$ cat config.mk
export PLATFORM = sky130hd
export DESIGN_NAME = event_freq_counter
export DESIGN_NICKNAME = d
export VERILOG_FILES = /design/src/core/counter_pkg.sv /design/src/core/event_freq_counter.sv
export SDC_FILE = /design/constraint.sdc
export NUM_CORES = 1
export LEC_CHECK = 0
export BUFFER_PORTS_ARGS = -buffer_cell sky130_fd_sc_hd__buf_4
export CORE_ASPECT_RATIO = 1.1
export CORE_MARGIN = 2
export CORE_UTILIZATION = 35
export CTS_CLUSTER_SIZE = 24
export DETAILED_ROUTE_END_ITERATION = 8
export SYNTH_ARGS = -nofsm -noshare
export SYNTH_HDL_FRONTEND = slang
export SYNTH_SLANG_ARGS = --single-unit
$ cat constraint.sdc
create_clock -name i_mclk -period 3.8 [get_ports i_mclk]
set_clock_uncertainty 0.1 [all_clocks]
set_input_delay 0.76 -clock i_mclk [delete_from_list [all_inputs] [get_ports i_mclk]]
set_output_delay 0.76 -clock i_mclk [all_outputs]
set_load 0.01 [all_outputs]
$ cat src/core/counter_pkg.sv
// constants, field layouts and types for one event / frequency counter channel
// assumes a 40 MHz master clock; widths and times are fixed here
package counter_pkg;
  // timing
  localparam int CLK_NS    = 25;
  localparam int PULSE_NS  = 1600;
  localparam int PULSE_CYC = (PULSE_NS + CLK_NS - 1) / CLK_NS;
  localparam int DEB_NS    = 2400;
  // pulses of DEB_NS or shorter are rejected, so acceptance needs one cycle more
  localparam int DEB_CYC   = DEB_NS / CLK_NS + 1;

  // write port offsets
  localparam logic [7:0] OFS_STATUS   = 8'h04;
  localparam logic [7:0] OFS_TRIG     = 8'h1c;
  localparam logic [7:0] OFS_TRIG_EVT = 8'h34;
  localparam logic [7:0] OFS_CONST_A  = 8'h40;
  localparam logic [7:0] OFS_CTRL     = 8'h44;
  localparam int         STAT_CH_BIT  = 0;

  // field codes
  localparam logic [2:0]  MODE_WDOG   = 3'h3;
  localparam logic [2:0]  MODE_EVT    = 3'h4;
  localparam logic [2:0]  SRC_EVT     = 3'h0;
  localparam logic [2:0]  SRC_EXT     = 3'h5;
  localparam logic [2:0]  SRC_FREQ    = 3'h7;
  localparam logic [1:0]  POL_LOW     = 2'h1;
  localparam logic [1:0]  POL_HIGH    = 2'h2;
  localparam logic [1:0]  TRIG_AUX    = 2'h3;
  localparam logic [15:0] CTRL_RESET  = 16'h0000;
  localparam logic [31:0] MASK16      = 32'h0000ffff;
  localparam logic [31:0] MASK32      = 32'hffffffff;

  // control word, bit 15 down to bit 0
  typedef struct packed {
    logic       irq_en;
    logic       wide;
    logic       debounce;
    logic [2:0] clk_src;
    logic [1:0] trig_sel;
    logic [1:0] evt_sel;
    logic [1:0] gate_sel;
    logic       out_pol;
    logic [2:0] mode;
  } ctrl_t;

  // field inputs: gate/enable, event/signal, trigger or up/down
  typedef struct packed {
    logic gate;
    logic evt;
    logic aux;
  } field_in_t;

  typedef enum logic [2:0] {
    ST_IDLE  = 3'b001,
    ST_ARMED = 3'b010,
    ST_RUN   = 3'b100
  } state_t;
endpackage

$ cat src/core/event_freq_counter.sv
// one multifunction counter channel: event counting, frequency measurement, watchdog timing
// assumes field inputs are asynchronous pins and the write port is on i_mclk
`timescale 1ns/1ps
module event_freq_counter
  import counter_pkg::*;
(
  // clock and reset
  input  wire logic        i_mclk,
  input  wire logic        i_reset,
  // register write port
  input  wire logic        i_wr,
  input  wire logic [7:0]  i_wr_addr,
  input  wire logic [31:0] i_wr_data,
  input  wire logic        i_int_global,
  // field inputs
  input  wire logic        i_gate_enable_input,
  input  wire logic        i_event_signal_input,
  input  wire logic        i_aux_input,
  // outputs
  output logic             o_out_pin,
  output logic             o_irq,
  output logic [31:0]      o_count,
  output ctrl_t            o_ctrl
);

  // terminal count of the prescaler for each internal rate
  function automatic logic [4:0] div_term(input logic [2:0] src);
    case (src)
      3'h0:    div_term = 5'h1f;
      3'h1:    div_term = 5'h0f;
      3'h2:    div_term = 5'h07;
      3'h3:    div_term = 5'h03;
      default: div_term = 5'h01;
    endcase
  endfunction

  // edge of a filtered input toward the level chosen by a polarity code
  function automatic logic pol_edge(input logic [1:0] sel, input logic prev, input logic cur);
    if (sel == POL_LOW) begin
      pol_edge = prev & ~cur;
    end else if (sel == POL_HIGH) begin
      pol_edge = ~prev & cur;
    end else begin
      pol_edge = 1'b0;
    end
  endfunction

  // input synchronising and filtering
  field_in_t  sync1_q;
  field_in_t  sync2_q;
  logic [2:0] flt_q;
  logic [2:0] flt_d;
  logic [6:0] fcnt_q [3];
  logic [6:0] fcnt_d [3];
  logic [2:0] prev_q;
  logic [2:0] raw;

  // channel state
  ctrl_t       ctrl_q;
  ctrl_t       ctrl_d;
  logic [31:0] const_a_q;
  logic [31:0] const_a_d;
  logic [31:0] cnt_q;
  logic [31:0] cnt_d;
  state_t      st_q;
  state_t      st_d;
  logic [6:0]  pcnt_q;
  logic [6:0]  pcnt_d;
  logic [4:0]  pre_q;
  logic [4:0]  pre_d;
  logic        irq_q;
  logic        irq_d;
  logic        out_q;
  logic        out_d;

  // combinational helpers
  logic        is_evt;
  logic        is_freq;
  logic        is_wdog;
  logic        sw_trig;
  logic        ext_trig;
  logic        gate_ok;
  logic        en_act;
  logic        evt_edge;
  logic        tick;
  logic        fire;
  logic        irq_set;
  logic        irq_clr;
  logic [31:0] mask;
  logic [31:0] inc;

  assign raw = {sync2_q.gate, sync2_q.evt, sync2_q.aux};

  always_comb begin
    for (int i = 0; i < 3; i++) begin
      fcnt_d[i] = 7'h00;
      flt_d[i]  = flt_q[i];
      if (!ctrl_q.debounce) begin
        flt_d[i] = raw[i];
      end else if (raw[i] != flt_q[i]) begin
        // a level must hold past the reject window before it is believed
        if (fcnt_q[i] == 7'(DEB_CYC - 1)) begin
          flt_d[i] = raw[i];
        end else begin
          fcnt_d[i] = fcnt_q[i] + 7'h01;
        end
      end
    end
  end

  always_ff @(posedge i_mclk) begin
    if (i_reset) begin
      sync1_q <= '0;
      sync2_q <= '0;
      flt_q   <= 3'h0;
      prev_q  <= 3'h0;
      for (int i = 0; i < 3; i++) begin
        fcnt_q[i] <= 7'h00;
      end
    end else begin
      sync1_q <= {i_gate_enable_input, i_event_signal_input, i_aux_input};
      sync2_q <= sync1_q;
      flt_q   <= flt_d;
      prev_q  <= flt_q;
      for (int i = 0; i < 3; i++) begin
        fcnt_q[i] <= fcnt_d[i];
      end
    end
  end

  always_comb begin
    ctrl_d    = ctrl_q;
    const_a_d = const_a_q;
    cnt_d     = cnt_q;
    st_d      = st_q;
    pre_d     = pre_q;
    irq_d     = irq_q;
    fire      = 1'b0;
    is_evt    = (ctrl_q.mode == MODE_EVT) && (ctrl_q.clk_src == SRC_EVT);
    is_freq   = (ctrl_q.mode == MODE_EVT) && (ctrl_q.clk_src == SRC_FREQ);
    is_wdog   = (ctrl_q.mode == MODE_WDOG);
    mask      = ctrl_q.wide ? MASK32 : MASK16;
    inc       = (cnt_q + 32'h1) & mask;
    // the event trigger answers at its own offset, the others at the common one
    sw_trig   = i_wr && ((is_evt && i_wr_addr == OFS_TRIG_EVT) ||
                         (!is_evt && i_wr_addr == OFS_TRIG));
    ext_trig  = pol_edge(ctrl_q.trig_sel, prev_q[0], flt_q[0]);
    evt_edge  = pol_edge(ctrl_q.evt_sel, prev_q[1], flt_q[1]);
    gate_ok   = (ctrl_q.gate_sel == POL_LOW)  ? ~flt_q[2] :
                (ctrl_q.gate_sel == POL_HIGH) ?  flt_q[2] : 1'b1;
    en_act    = (ctrl_q.gate_sel == POL_LOW)  ? ~flt_q[2] :
                (ctrl_q.gate_sel == POL_HIGH) ?  flt_q[2] : 1'b0;
    // watchdog timebase: prescaled master clock or external event edges
    tick      = 1'b0;
    if (ctrl_q.clk_src == SRC_EXT) begin
      tick = evt_edge;
    end else if (pre_q == div_term(ctrl_q.clk_src)) begin
      tick  = 1'b1;
      pre_d = 5'h00;
    end else begin
      pre_d = pre_q + 5'h01;
    end

    case (st_q)
      ST_IDLE: begin
        if (sw_trig || ext_trig) begin
          if (is_evt) begin
            cnt_d = 32'h0;
            st_d  = ST_RUN;
          end else if (is_freq) begin
            st_d = ST_ARMED;
          end else if (is_wdog) begin
            st_d = ST_RUN;
          end
        end
      end
      ST_ARMED: begin
        if (!is_freq) begin
          st_d = ST_IDLE;
        end else if (pol_edge(ctrl_q.gate_sel, prev_q[2], flt_q[2])) begin
          cnt_d = 32'h0;
          st_d  = ST_RUN;
        end
      end
      ST_RUN: begin
        if (is_evt) begin
          // keeps wrapping at the limit until a control write changes the mode or clock source field
          if (evt_edge && gate_ok) begin
            if (ctrl_q.trig_sel == TRIG_AUX && flt_q[0]) begin
              if (cnt_q != 32'h0) begin
                cnt_d = cnt_q - 32'h1;
              end
            end else if (inc == (const_a_q & mask)) begin
              // a zero limit is reached only when the count wraps past the top of the mask, so software keeps it nonzero
              cnt_d = 32'h0;
              fire  = 1'b1;
            end else begin
              cnt_d = inc;
            end
          end
        end else if (is_freq) begin
          if (!en_act) begin
            fire = 1'b1;
            st_d = ST_IDLE;
          end else if (evt_edge) begin
            cnt_d = inc;
          end
        end else if (is_wdog) begin
          if (cnt_q == 32'h0) begin
            fire = 1'b1;
            st_d = ST_IDLE;
          end else if (tick && (ctrl_q.trig_sel != TRIG_AUX || flt_q[0])) begin
            cnt_d = (cnt_q - 32'h1) & mask;
          end
        end else begin
          st_d = ST_IDLE;
        end
      end
      default: begin
        st_d = ST_IDLE;
      end
    endcase

    if (i_wr && i_wr_addr == OFS_CTRL) begin
      ctrl_d = ctrl_t'(i_wr_data[15:0]);
      if (ctrl_d.mode != ctrl_q.mode || ctrl_d.clk_src != ctrl_q.clk_src) begin
        st_d = ST_IDLE;
      end
    end
    if (i_wr && i_wr_addr == OFS_CONST_A) begin
      const_a_d = i_wr_data;
      cnt_d     = i_wr_data & mask;
    end

    // set beats a clear arriving in the same cycle
    irq_set = fire && ctrl_q.irq_en && i_int_global;
    irq_clr = (i_wr && i_wr_addr == OFS_STATUS && i_wr_data[STAT_CH_BIT]) || !ctrl_d.irq_en;
    if (irq_set) begin
      irq_d = 1'b1;
    end else if (irq_clr) begin
      irq_d = 1'b0;
    end

    pcnt_d = fire ? 7'(PULSE_CYC) : (pcnt_q != 7'h00) ? pcnt_q - 7'h01 : 7'h00;
    // the pin rests inactive; a running watchdog also holds it active
    if (pcnt_d != 7'h00 || (is_wdog && st_d == ST_RUN)) begin
      out_d = ctrl_d.out_pol;
    end else begin
      out_d = ~ctrl_d.out_pol;
    end
  end

  always_ff @(posedge i_mclk) begin
    if (i_reset) begin
      ctrl_q    <= ctrl_t'(CTRL_RESET);
      const_a_q <= 32'h0;
      cnt_q     <= 32'h0;
      st_q      <= ST_IDLE;
      pcnt_q    <= 7'h00;
      pre_q     <= 5'h00;
      irq_q     <= 1'b0;
      out_q     <= 1'b1;
    end else begin
      ctrl_q    <= ctrl_d;
      const_a_q <= const_a_d;
      cnt_q     <= cnt_d;
      st_q      <= st_d;
      pcnt_q    <= pcnt_d;
      pre_q     <= pre_d;
      irq_q     <= irq_d;
      out_q     <= out_d;
    end
  end

  // readback is a plain copy, so reading never disturbs the count
  assign o_count   = cnt_q;
  assign o_ctrl    = ctrl_q;
  assign o_irq     = irq_q;
  assign o_out_pin = out_q;

endmodule

# Word-level counts from Yosys, hierarchy flattened
# Memories as Yosys holds them, arrays and structs flattened.
# Index checks and enable logic that the tools add are counted.
[classes]
add_sub_neg = 7
multipliers = 0
n_div = 0
n_lt_le_gt_ge = 0
eq_ne = 51
shifts = 0
n_mux = 88
bitwise_logic = 20
reduce_logical = 34
[ops]
columns = ["op", "count"]
rows = [
  ["$mux 32", 17],
  ["$and 32x32->32", 4],
  ["$mux 7", 14],
  ["$pmux 32 s3", 1],
  ["$mux 3", 13],
  ["$mux 1", 38],
  ["$add 32x1->32 const B", 1],
  ["$eq 32x32->1", 1],
  ["$logic_not 32->1", 1],
  ["$reduce_bool 32->1", 1],
  ["$sub 32x1->32 const B", 1],
  ["$ne 5x5->1 const B", 6],
  ["$add 7x1->7 const B", 3],
  ["$eq 7x7->1 const B", 3],
  ["$pmux 5 s4", 1],
  ["$eq 8x7->1 const B", 2],
  ["$mux 16", 1],
  ["$eq 3x3->1 const B", 5],
  ["$logic_and 1x1->1", 15],
  ["$reduce_bool 7->1", 2],
  ["$eq 3x2->1 const B", 4],
  ["$ne 2x1->1 const B", 6],
  ["$ne 3x3->1 const B", 4],
  ["$reduce_and 12->1", 1],
  ["other kinds (24)", 55],
]
[word_totals]
regBits = 109
latch_bits = 0
ram_bits = 21
rom_bits = 0
inputBits = 47
output_inout_bits = 50
elab_cells = 227
memories = 1
[mem_list]
columns = ["memory", "depth", "width", "read_ports", "rd_clocked_by_memory_dff", "wr", "line_no", "rtl"]
rows = [
  ["fcnt_q", 3, 7, 3, 0, 3, "event_freq_counter.sv:53", "logic [6:0] fcnt_q [3];"],
]

# Logic depth before layout (Yosys ltp)
# Gate-level depths: netlist (run 1).
[logic_depth]
word_depth = 15
mapped_depth = 13
depth_no_buf = 11

# Worst setup path after synthesis (run 1)
# No wires, ideal clock.
[synth_timing]
path_kind = "register to register"
startpoint = "register cnt_q[0] (netlist: o_count[0])"
endpoint = "register cnt_q[10] (netlist: o_count[10])"
setup_time_ps = 136
t_arrival_ps = 3142
path_slack_ps = 422
path_stages_with_launch = 12
period_less_slack_ps = 3378
path_cell_list = "dfxtp_1 buf_2 nand4_4 or3_1 buf_2 or4_1 a311oi_1 o2111ai_1 o31ai_4 a21oi_1 a221oi_1 o32ai_1"
[synth_via]
elab_chain_len = 9
elab_cells_between_ends = 23
cone_classes = "add/sub: 2; eq/ne: 3; mux: 13; bitwise: 2; reduce/logical: 3"
[synth_rtl]
columns = ["item", "line_no", "rtl"]
rows = [
  ["from (decl)", "event_freq_counter.sv:63", "logic [31:0] cnt_q;"],
  ["from (signal assigned)", "event_freq_counter.sv:266", "cnt_q <= cnt_d;"],
  ["$add 32x1->32 / $sub 32x1->32 (equally long branches)", "event_freq_counter.sv:143, event_freq_counter.sv:191, event_freq_counter.sv:213", ""],
  ["$and 32x32->32 (on tied branches)", "event_freq_counter.sv:143, event_freq_counter.sv:213", ""],
  ["$eq 32x32->1 / $mux 32 (equally long branches)", "event_freq_counter.sv:193, event_freq_counter.sv:212", ""],
  ["$mux 32 (on tied branches)", "event_freq_counter.sv:193, event_freq_counter.sv:209", ""],
  ["$mux 32 (on tied branches)", "event_freq_counter.sv:189, event_freq_counter.sv:208", ""],
  ["$mux 32 (on tied branches)", "event_freq_counter.sv:188, event_freq_counter.sv:201", ""],
  ["$mux 32", "event_freq_counter.sv:186", "if (is_evt) begin"],
  ["$pmux 32 s3", "event_freq_counter.sv:164", "case (st_q)"],
  ["$mux 32", "event_freq_counter.sv:230", "if (i_wr && i_wr_addr == OFS_CONST_A) begin"],
]
# Several ways; a longest one is shown, not always the timed one. The select of a mux whose other input is x is not followed.
# A chain may end at the register's enable or synchronous reset.

# Final worst setup path (run 1)
[layout_timing]
startpoint = "register cnt_q[6] (netlist: o_count[6])"
endpoint = "register out_q (netlist: o_out_pin)"
[layout_via]
elab_chain_len = 12
elab_cells_between_ends = 25
cone_classes = "add/sub: 1; eq/ne: 2; mux: 17; bitwise: 1; reduce/logical: 4"
[layout_rtl]
columns = ["item", "line_no", "rtl"]
rows = [
  ["$add 32x1->32 / $logic_not 32->1 (equally long branches)", "event_freq_counter.sv:143, event_freq_counter.sv:209", ""],
  ["$and 32x32->32 / $mux 3 (equally long branches)", "event_freq_counter.sv:143, event_freq_counter.sv:209", ""],
  ["$eq 32x32->1 / $mux 3 (equally long branches)", "event_freq_counter.sv:193, event_freq_counter.sv:208", ""],
  ["$mux 1 / $mux 3 (equally long branches)", "event_freq_counter.sv:193, event_freq_counter.sv:201", ""],
  ["$mux 1 / $mux 3 (equally long branches)", "event_freq_counter.sv:189, event_freq_counter.sv:186", ""],
  ["$mux 1 / $pmux 3 s3 (equally long branches)", "event_freq_counter.sv:188, event_freq_counter.sv:164", ""],
  ["$mux 1 / $mux 3 (equally long branches)", "event_freq_counter.sv:186, event_freq_counter.sv:226", ""],
  ["$mux 1 / $mux 3 (equally long branches)", "event_freq_counter.sv:164, event_freq_counter.sv:224", ""],
  ["$mux 7 / $eq 3x3->1 (equally long branches)", "event_freq_counter.sv:244, event_freq_counter.sv:246", ""],
  ["$reduce_bool 7->1 / $logic_and 1x1->1 (equally long branches)", "event_freq_counter.sv:246", "if (pcnt_d != 7'h00 || (is_wdog && st_d == ST_RUN)) begin"],
  ["$logic_or 1x1->1 *", "event_freq_counter.sv:246", ""],
  ["$mux 1 *", "event_freq_counter.sv:246", ""],
  ["to (signal assigned)", "event_freq_counter.sv:271", "out_q <= out_d;"],
  ["to (decl)", "event_freq_counter.sv:73", "logic out_q;"],
]
# Every way passes the cells marked *; elsewhere a longest branch is shown, timed or not.

==> metrics.md, run 1 <==
| Metric | Value |
|---|---|
| Area Growth Syn to Fin | `22.8%` |
| CTS root buf | `clkbuf_16` |
| CP Max Fanout | `15` |
| Worst setup SP type | `flip-flop` |
| Initial Util | `35.3%` |
| Area leader, netlist | `dfxtp_1` |
| Worst-path clk slew | `0.06 ns` |
| Routed WL | `33.3 mm` |
| Cell Area, Synth | `8870 µm²` |
| WP data required | `4.05 ns` |
| Cell family with most CP delay | `simple AND/OR/NAND/NOR gates` |
| Synth area leaders | `dfxtp_1 (29%), nand2_1 (7.9%), xnor2_1 (5.9%)` |
| Worst-case register-to-register setup slack | `0.20 ns` |
| TNS Setup | `0 ns` |
| Die ar. | `26600 µm²` |
| Min Clock Period, post-route | `3.60 ns` |
| Clk sink count | `130` |
| Final setup violation count | `0` |
| # Max-Cap Violations | `0` |
| Post-synth top area share | `29.3%` |
| Syn Area/Cell | `7.26 µm²` |
| Via count | `9872` |
| Dpl cell area | `10300 µm²` |
| Most common cell after layout, fill and taps aside | `buf_4` |
| Design area | `10900 µm²` |
| Diodes inserted | `0` |
| GP Congestion | `0.953` |
| Final Cycle Share | `94.7%` |
| Starting DRT DRC Count | `804` |
| Worst min-delay path class | `flip-flop to flip-flop` |
| Total track usage | `24.9%` |
| Max Buffers Root-to-Sink | `2` |
| Nets | `1393` |
| Clk_lat worst skew | `0.43 ns` |
| CP endpoint kind | `flip-flop` |
| IO Pins | `97` |
| DR pass1 iterations | `5` |
| Sequential area share after synthesis | `29.3%` |
| RSZ-0062 raised after global routing | `false` |
| Crit-path slowest cell | `or4_1` |
| Routed vias/inst | `5.94` |
| Final setup margin | `0.200 ns` |
| Pwr Density | `306 nW/µm²` |
| Multi-input gate area in the final layout | `5840 µm²` |
| Largest net degree at the start of global routing | `57` |
| Status | `completed` |
| Die height | `171 µm` |
| CP max stage delay | `0.57 ns` |
| FF/Latch Area | `2600 µm²` |
| Final core utilization | `43.4%` |
| Total core area | `25100 µm²` |
| VDD IR max | `276 µV` |
| Vias in the first global route | `9422` |
| Worst-Margin Slew | `0.817 ns` |
| Top_reg_cell synth | `dfxtp_1` |
| Crit-path cells | `buf_4 > or4_1 > nor4bb_1 > buf_4 > nand4_1 > o221ai_1 > nand3_1 > nor4_1 > a221oi_1 > nand4b_1 > mux2i_1` |
| #FFs+latches synth | `130` |
| First-pass GRT wire length | `52.1 mm` |
| Rows | `61` |
| Setup slack at placement | `0.181 ns` |
| CTS tree | `yes` |
| Fin. Hold Viols | `0` |
| Fin. max-slew vios | `0` |
| Yosys cell types | `71` |
| H-tree levels | `4` |
| Total of fill cells in the finished design | `2559` |
| Dpl hpwl | `25.1 mm` |
| Routed len/inst | `20.0 µm` |
| Post-synth EDFFs | `0` |
| Mapped Cells | `1222` |
| Commonest cells after routing, fill and taps aside | `buf_4 (187), nand2_1 (186), dfxtp_1 (129), a21oi_1 (97), nor2_1 (95)` |
| Synth warn | `0` |
| Post-route ant nets | `0` |
| Pleak | `4.15 nW` |
| Worst path bufs/invs | `2` |
| Initial antenna violation count | `0` |
| Port-buffer cells | `96` |
| Critical Path AT | `3.85 ns` |
| Slew margin rel. | `45.0%` |
| Die Width | `156 µm` |
| FFs w/ async S/R, synth | `0%` |
| Max Fclk | `278 MHz` |
| WS Path Type | `flip-flop to flip-flop` |
| DR DRC count | `0` |
| Synth Net Count | `1280` |
| CP most frequent cell | `buf_4` |
| Share of layout cells above drive strength 1 | `18.3%` |
| Clock buffer count from CTS | `17` |
| Aggregate global routing overflow | `0` |
==> registers in the layout (all words and copies together) (netlist names), 3 cells and up <==
name       count
prev_q         3
raw            3
fcnt_q        21
st_q           3
o_ctrl        16
pcnt_q         7
const_a_q     32
o_count       32
pre_q          5
flt_q          3
sync1_q        3
==> Yosys cell counts (12+ instances only) <==
library cell  number
a211oi_1          14
a21oi_1           97
a31oi_1           26
and3_1            13
clkbuf_1          78
dfxtp_1          130
inv_1             28
nand2_1          186
nand3_1           56
nand4_1           24
nor2_1            97
nor2b_1           19
nor3_1            51
nor4_1            26
o21ai_0           50
o22ai_1           14
o31ai_1           12
xnor2_1           60
xor2_1            39
==> cell type report <==
type	count	share of cell area, %
sequential	130	23.9
inverter	28	0.965
tap	315	3.62
timing repair buffer	187	12.9
clock buffer	18	3.94
clock inverter	13	1.05
multi-input combinational	971	53.6
==> stage by stage <==
stage,std cells,total power [W],hold slack [ns]
3_3_place_gp,1631,0.00180,0.317
2_1_floorplan,1222,0.00169,0.314
3_5_place_dp,1631,0.00180,0.325
4_1_cts,1662,0.00336,0.339
5_1_grt,1662,0.00346,0.364
6_report,1662,0.00334,0.341
==> kinds of logic (layout without fill, tap and decap cells) <==
kind of cell,Yosys count,count (layout),share of synthesized area [%]
xor+xnor,99,99,9.77
mux,13,13,1.49
flops,130,130,29.3
fa+ha+maj,11,11,1.55
compound gates,303,303,22.2
simple gates,545,545,30.4
buf+inv,121,246,5.29
==> power by group <==
group          internal (W)  total [W]  leakage, nW  switching (W)
clock network      0.000895    0.00156        0.260       0.000668
logic              0.000152   0.000327         2.83       0.000175
registers           0.00141    0.00144         1.05      0.0000391
==> per-layer routing <==
layer	part of all wire [%]	track usage, %	up-vias	wire [µm]
li1	-	-	4657	-
met1	42	31.7	4696	13800
met2	47	41.4	446	15500
met3	8.4	5.22	73	2810
met4	3.3	9.69	0	1090
met5	0	0	-	0
==> what timing repair did <==
| action | 4_1_cts | 5_1_grt |
|---|---|---|
| hold buffers | 0 | 0 |
| gates resized for setup | 0 | 6 |
| endpoints found under the setup margin | 0 | 21 |
| setup buffers | 0 | 0 |
==> path summary, 6_finish.rpt <==
check | startpoint | to | depth (start not counted)
setup / recovery | o_count[6] | o_out_pin | 11
hold / removal | sync1_q[2] | raw[2] | 1
setup reg to reg | o_count[6] | o_out_pin | 11
hold reg to reg | sync1_q[2] | raw[2] | 1
No activity file was read; power rests on OpenSTA's default activity.
==> run 2: changes to the inputs <==
Settings changed: CORE_MARGIN 2 to unset.
Clock period 3.8 ns to 4.3 ns, I/O delays scaled along.
==> metrics.md, run 2 (synthesis results as in run 1) <==
| Metric | Value |
|---|---|
| Status | `completed` |
| CTS root buf | `clkbuf_16` |
| Final Cycle Share | `96.2% (+1.4 points)` |
| Pwr Density | `289 nW/µm² (-5.6%)` |
| First-pass GRT wire length | `51.7 mm (-0.85%)` |
| WP data required | `4.54 ns (+0.49 ns)` |
| WS Path Type | `flip-flop to flip-flop` |
| Worst-case reg-to-reg path depth | `10 (-1)` |
| Cts hold-fix bufs | `0 (unchanged)` |
| Initial antenna violation count | `0 (unchanged)` |
| Die Width | `154 µm (-1.3%)` |
| CP Max Fanout | `9 (-6)` |
| CP max stage delay | `0.65 ns (+0.08 ns)` |
| Worst path bufs/invs | `0 (-2)` |
| Worst-case register-to-register setup slack | `0.17 ns (-0.03 ns)` |
| CTS tree | `yes` |
| Slew margin rel. | `45.2% (+0.25 points)` |
| Post-layout power | `0.00308 W (-7.6%)` |
| Largest net degree at the start of global routing | `59 (+3.5%)` |
| Die ar. | `26000 µm² (-2.4%)` |
| Fin. Hold Viols | `0 (unchanged)` |
| Vias in the first global route | `9069 (-3.7%)` |
| Final setup margin | `0.165 ns (-0.0348 ns)` |
| DR DRC count | `0 (unchanged)` |
| Worst setup SP type | `flip-flop` |
| Diodes inserted | `0 (unchanged)` |
| Dpl cells | `1591 (-2.5%)` |
| Post-route ant nets | `0 (unchanged)` |
| Hold path depth | `1 (unchanged)` |
| Crit-path slowest cell | `or4_1` |
| Routed WL | `32.7 mm (-1.7%)` |
| DR pass1 iterations | `5 (unchanged)` |
| Starting DRT DRC Count | `890 (+11%)` |
| Worst reg2reg endpoint | `o_count[12]` |
| Max Fclk | `242 MHz (-13%)` |
| Setup slack at placement | `0.310 ns (+0.129 ns)` |
| RSZ-0062 raised after global routing | `false` |
| Nets | `1358 (-2.5%)` |
| Commonest cells after routing, fill and taps aside | `nand2_1 (186), buf_4 (152), dfxtp_1 (130), a21oi_1 (97), nor2_1 (95)` |
| Via count | `9581 (-2.9%)` |
| CP most frequent cell | `xnor2_1` |
| IO Pins | `97 (unchanged)` |
| H-tree levels | `4 (unchanged)` |
| Cell family with most CP delay | `simple AND/OR/NAND/NOR gates` |
| # Max-Cap Violations | `0 (unchanged)` |
| Non-Filler Instances | `1623 (-2.3%)` |
| GP Congestion | `0.944 (-1.0%)` |
| Clock buffer count from CTS | `17 (unchanged)` |
| Routed vias/inst | `5.90 (-0.62%)` |
| Crit-path cells | `ha_1 > nand3_1 > or4_1 > nor4_1 > xnor2_1 > xnor2_1 > o31ai_4 > a21oi_1 > or3b_2 > o31ai_1` |
| Initial Util | `35.9% (+0.59 points)` |
| Final setup violation count | `0 (unchanged)` |
| Worst-Margin Slew | `0.813 ns (-0.00366 ns)` |
| Worst min-delay path class | `flip-flop to flip-flop` |
| Total track usage | `25.5% (+0.56 points)` |
| Clk_lat worst skew | `0.44 ns (about the same)` |
| Fin. max-slew vios | `0 (unchanged)` |
| Die height | `169 µm (-1.2%)` |
| Hold EP | `raw[1]` |
| Final core utilization | `43.2% (-0.21 points)` |
| TNS Setup | `0 ns (unchanged)` |
| Max Buffers Root-to-Sink | `2 (unchanged)` |
| Routed len/inst | `20.1 µm (+0.63%)` |
| Dpl hpwl | `23.8 mm (-5.1%)` |
| Rows | `60 (-1.6%)` |
| Worst-path clk slew | `0.07 ns (about the same)` |
| CP endpoint kind | `flip-flop` |
| Share of layout cells above drive strength 1 | `16.0% (-2.3 points)` |
| Most common cell after layout, fill and taps aside | `nand2_1` |
| Total core area | `24700 µm² (-1.6%)` |
| Critical Path AT | `4.37 ns (+0.52 ns)` |
| Area Growth Syn to Fin | `20.2%` |
| Total of fill cells in the finished design | `2521 (-1.5%)` |
| Clk sink count | `130 (unchanged)` |
| Origin of the worst min-delay path | `sync1_q[1]` |
| Aggregate global routing overflow | `0 (unchanged)` |
| Reg2Reg Launch Point | `o_count[0]` |
| CTS resizes | `0 (unchanged)` |
| Min Clock Period, post-route | `4.13 ns (+0.535 ns)` |
| Pleak | `3.99 nW (-3.7%)` |
| Port-buffer cells | `96 (unchanged)` |
| Postcts setup bufs | `0 (unchanged)` |
| VDD IR max | `252 µV (-8.7%)` |
==> run 2: cell types whose count changed in the layout (fill, tap and decap cells not counted), sizes merged <==
cell,change
bufinv,+1
inv,+3
clkbuf,-1
clkinvlp,-2
buf,-35
==> run 2: worst reg2reg max path: cells and delay by family (launching register included) <==
kind	cells	cell delay (ns)
AND/OR/NAND/NOR	4	1.81
XOR/XNOR	2	0.54
flip-flops	1	0.55
AO/OA/AOI/OAI	3	0.71
adder cells (fa/ha/maj)	1	0.33
==> run 2: power by group <==
group / switching (W) / internal, W / leakage (nW)
Clock: 0.000643 / 0.000870 / 0.288
Combinational: 0.000158 / 0.000134 / 2.65
Sequential: 0.0000351 / 0.00124 / 1.05
Total: 0.000836 / 0.00225 / 3.99
==> run 2: layer usage <==
| metal | wire length (µm) | vias to the layer above | global-route usage (%) |
|---|---|---|---|
| met5 | 0 | - | 0 |
| met4 | 762 | 0 | 9.83 |
| met3 | 2360 | 59 | 4.25 |
| met2 | 15300 | 407 | 41.5 |
| met1 | 14300 | 4527 | 33.6 |
| li1 | - | 4588 | - |
==> run 2: area by class of cell <==
cell class	instances	area (µm²)	area share, %
Multi-Input combinational cell	971	5820	54.6
Sequential cell	130	2600	24.4
Timing Repair Buffer	152	1140	10.7
Clock buffer	17	425	3.99
Tap cell	310	388	3.64
Clock inverter	15	175	1.64
Inverter	28	105	0.986
==> run 2: per-stage QoR <==
| stage | hold WS [ns] | cell area (µm²) |
|---|---|---|
| after floorplan | 0.314 | 8870 |
| after global placement | 0.315 | 10100 |
| after detailed placement | 0.325 | 10100 |
| after CTS | 0.342 | 10700 |
| after global routing | 0.351 | 10700 |
| final | 0.342 | 10700 |
==> run 2: worst max path at each step <==
stage / startpoint / cells past startpoint / endpoint / slack, ns
after CTS: o_count[0] / 11 / pcnt_q[4] / 0.27
after floorplan: o_count[0] / 11 / o_count[10] / 0.92
after global placement: o_count[0] / 11 / o_count[16] / 0.39
after detailed placement: o_count[0] / 11 / pcnt_q[4] / 0.31
after global routing: o_count[0] / 10 / o_count[12] / 0.007
final: o_count[0] / 10 / o_count[12] / 0.17
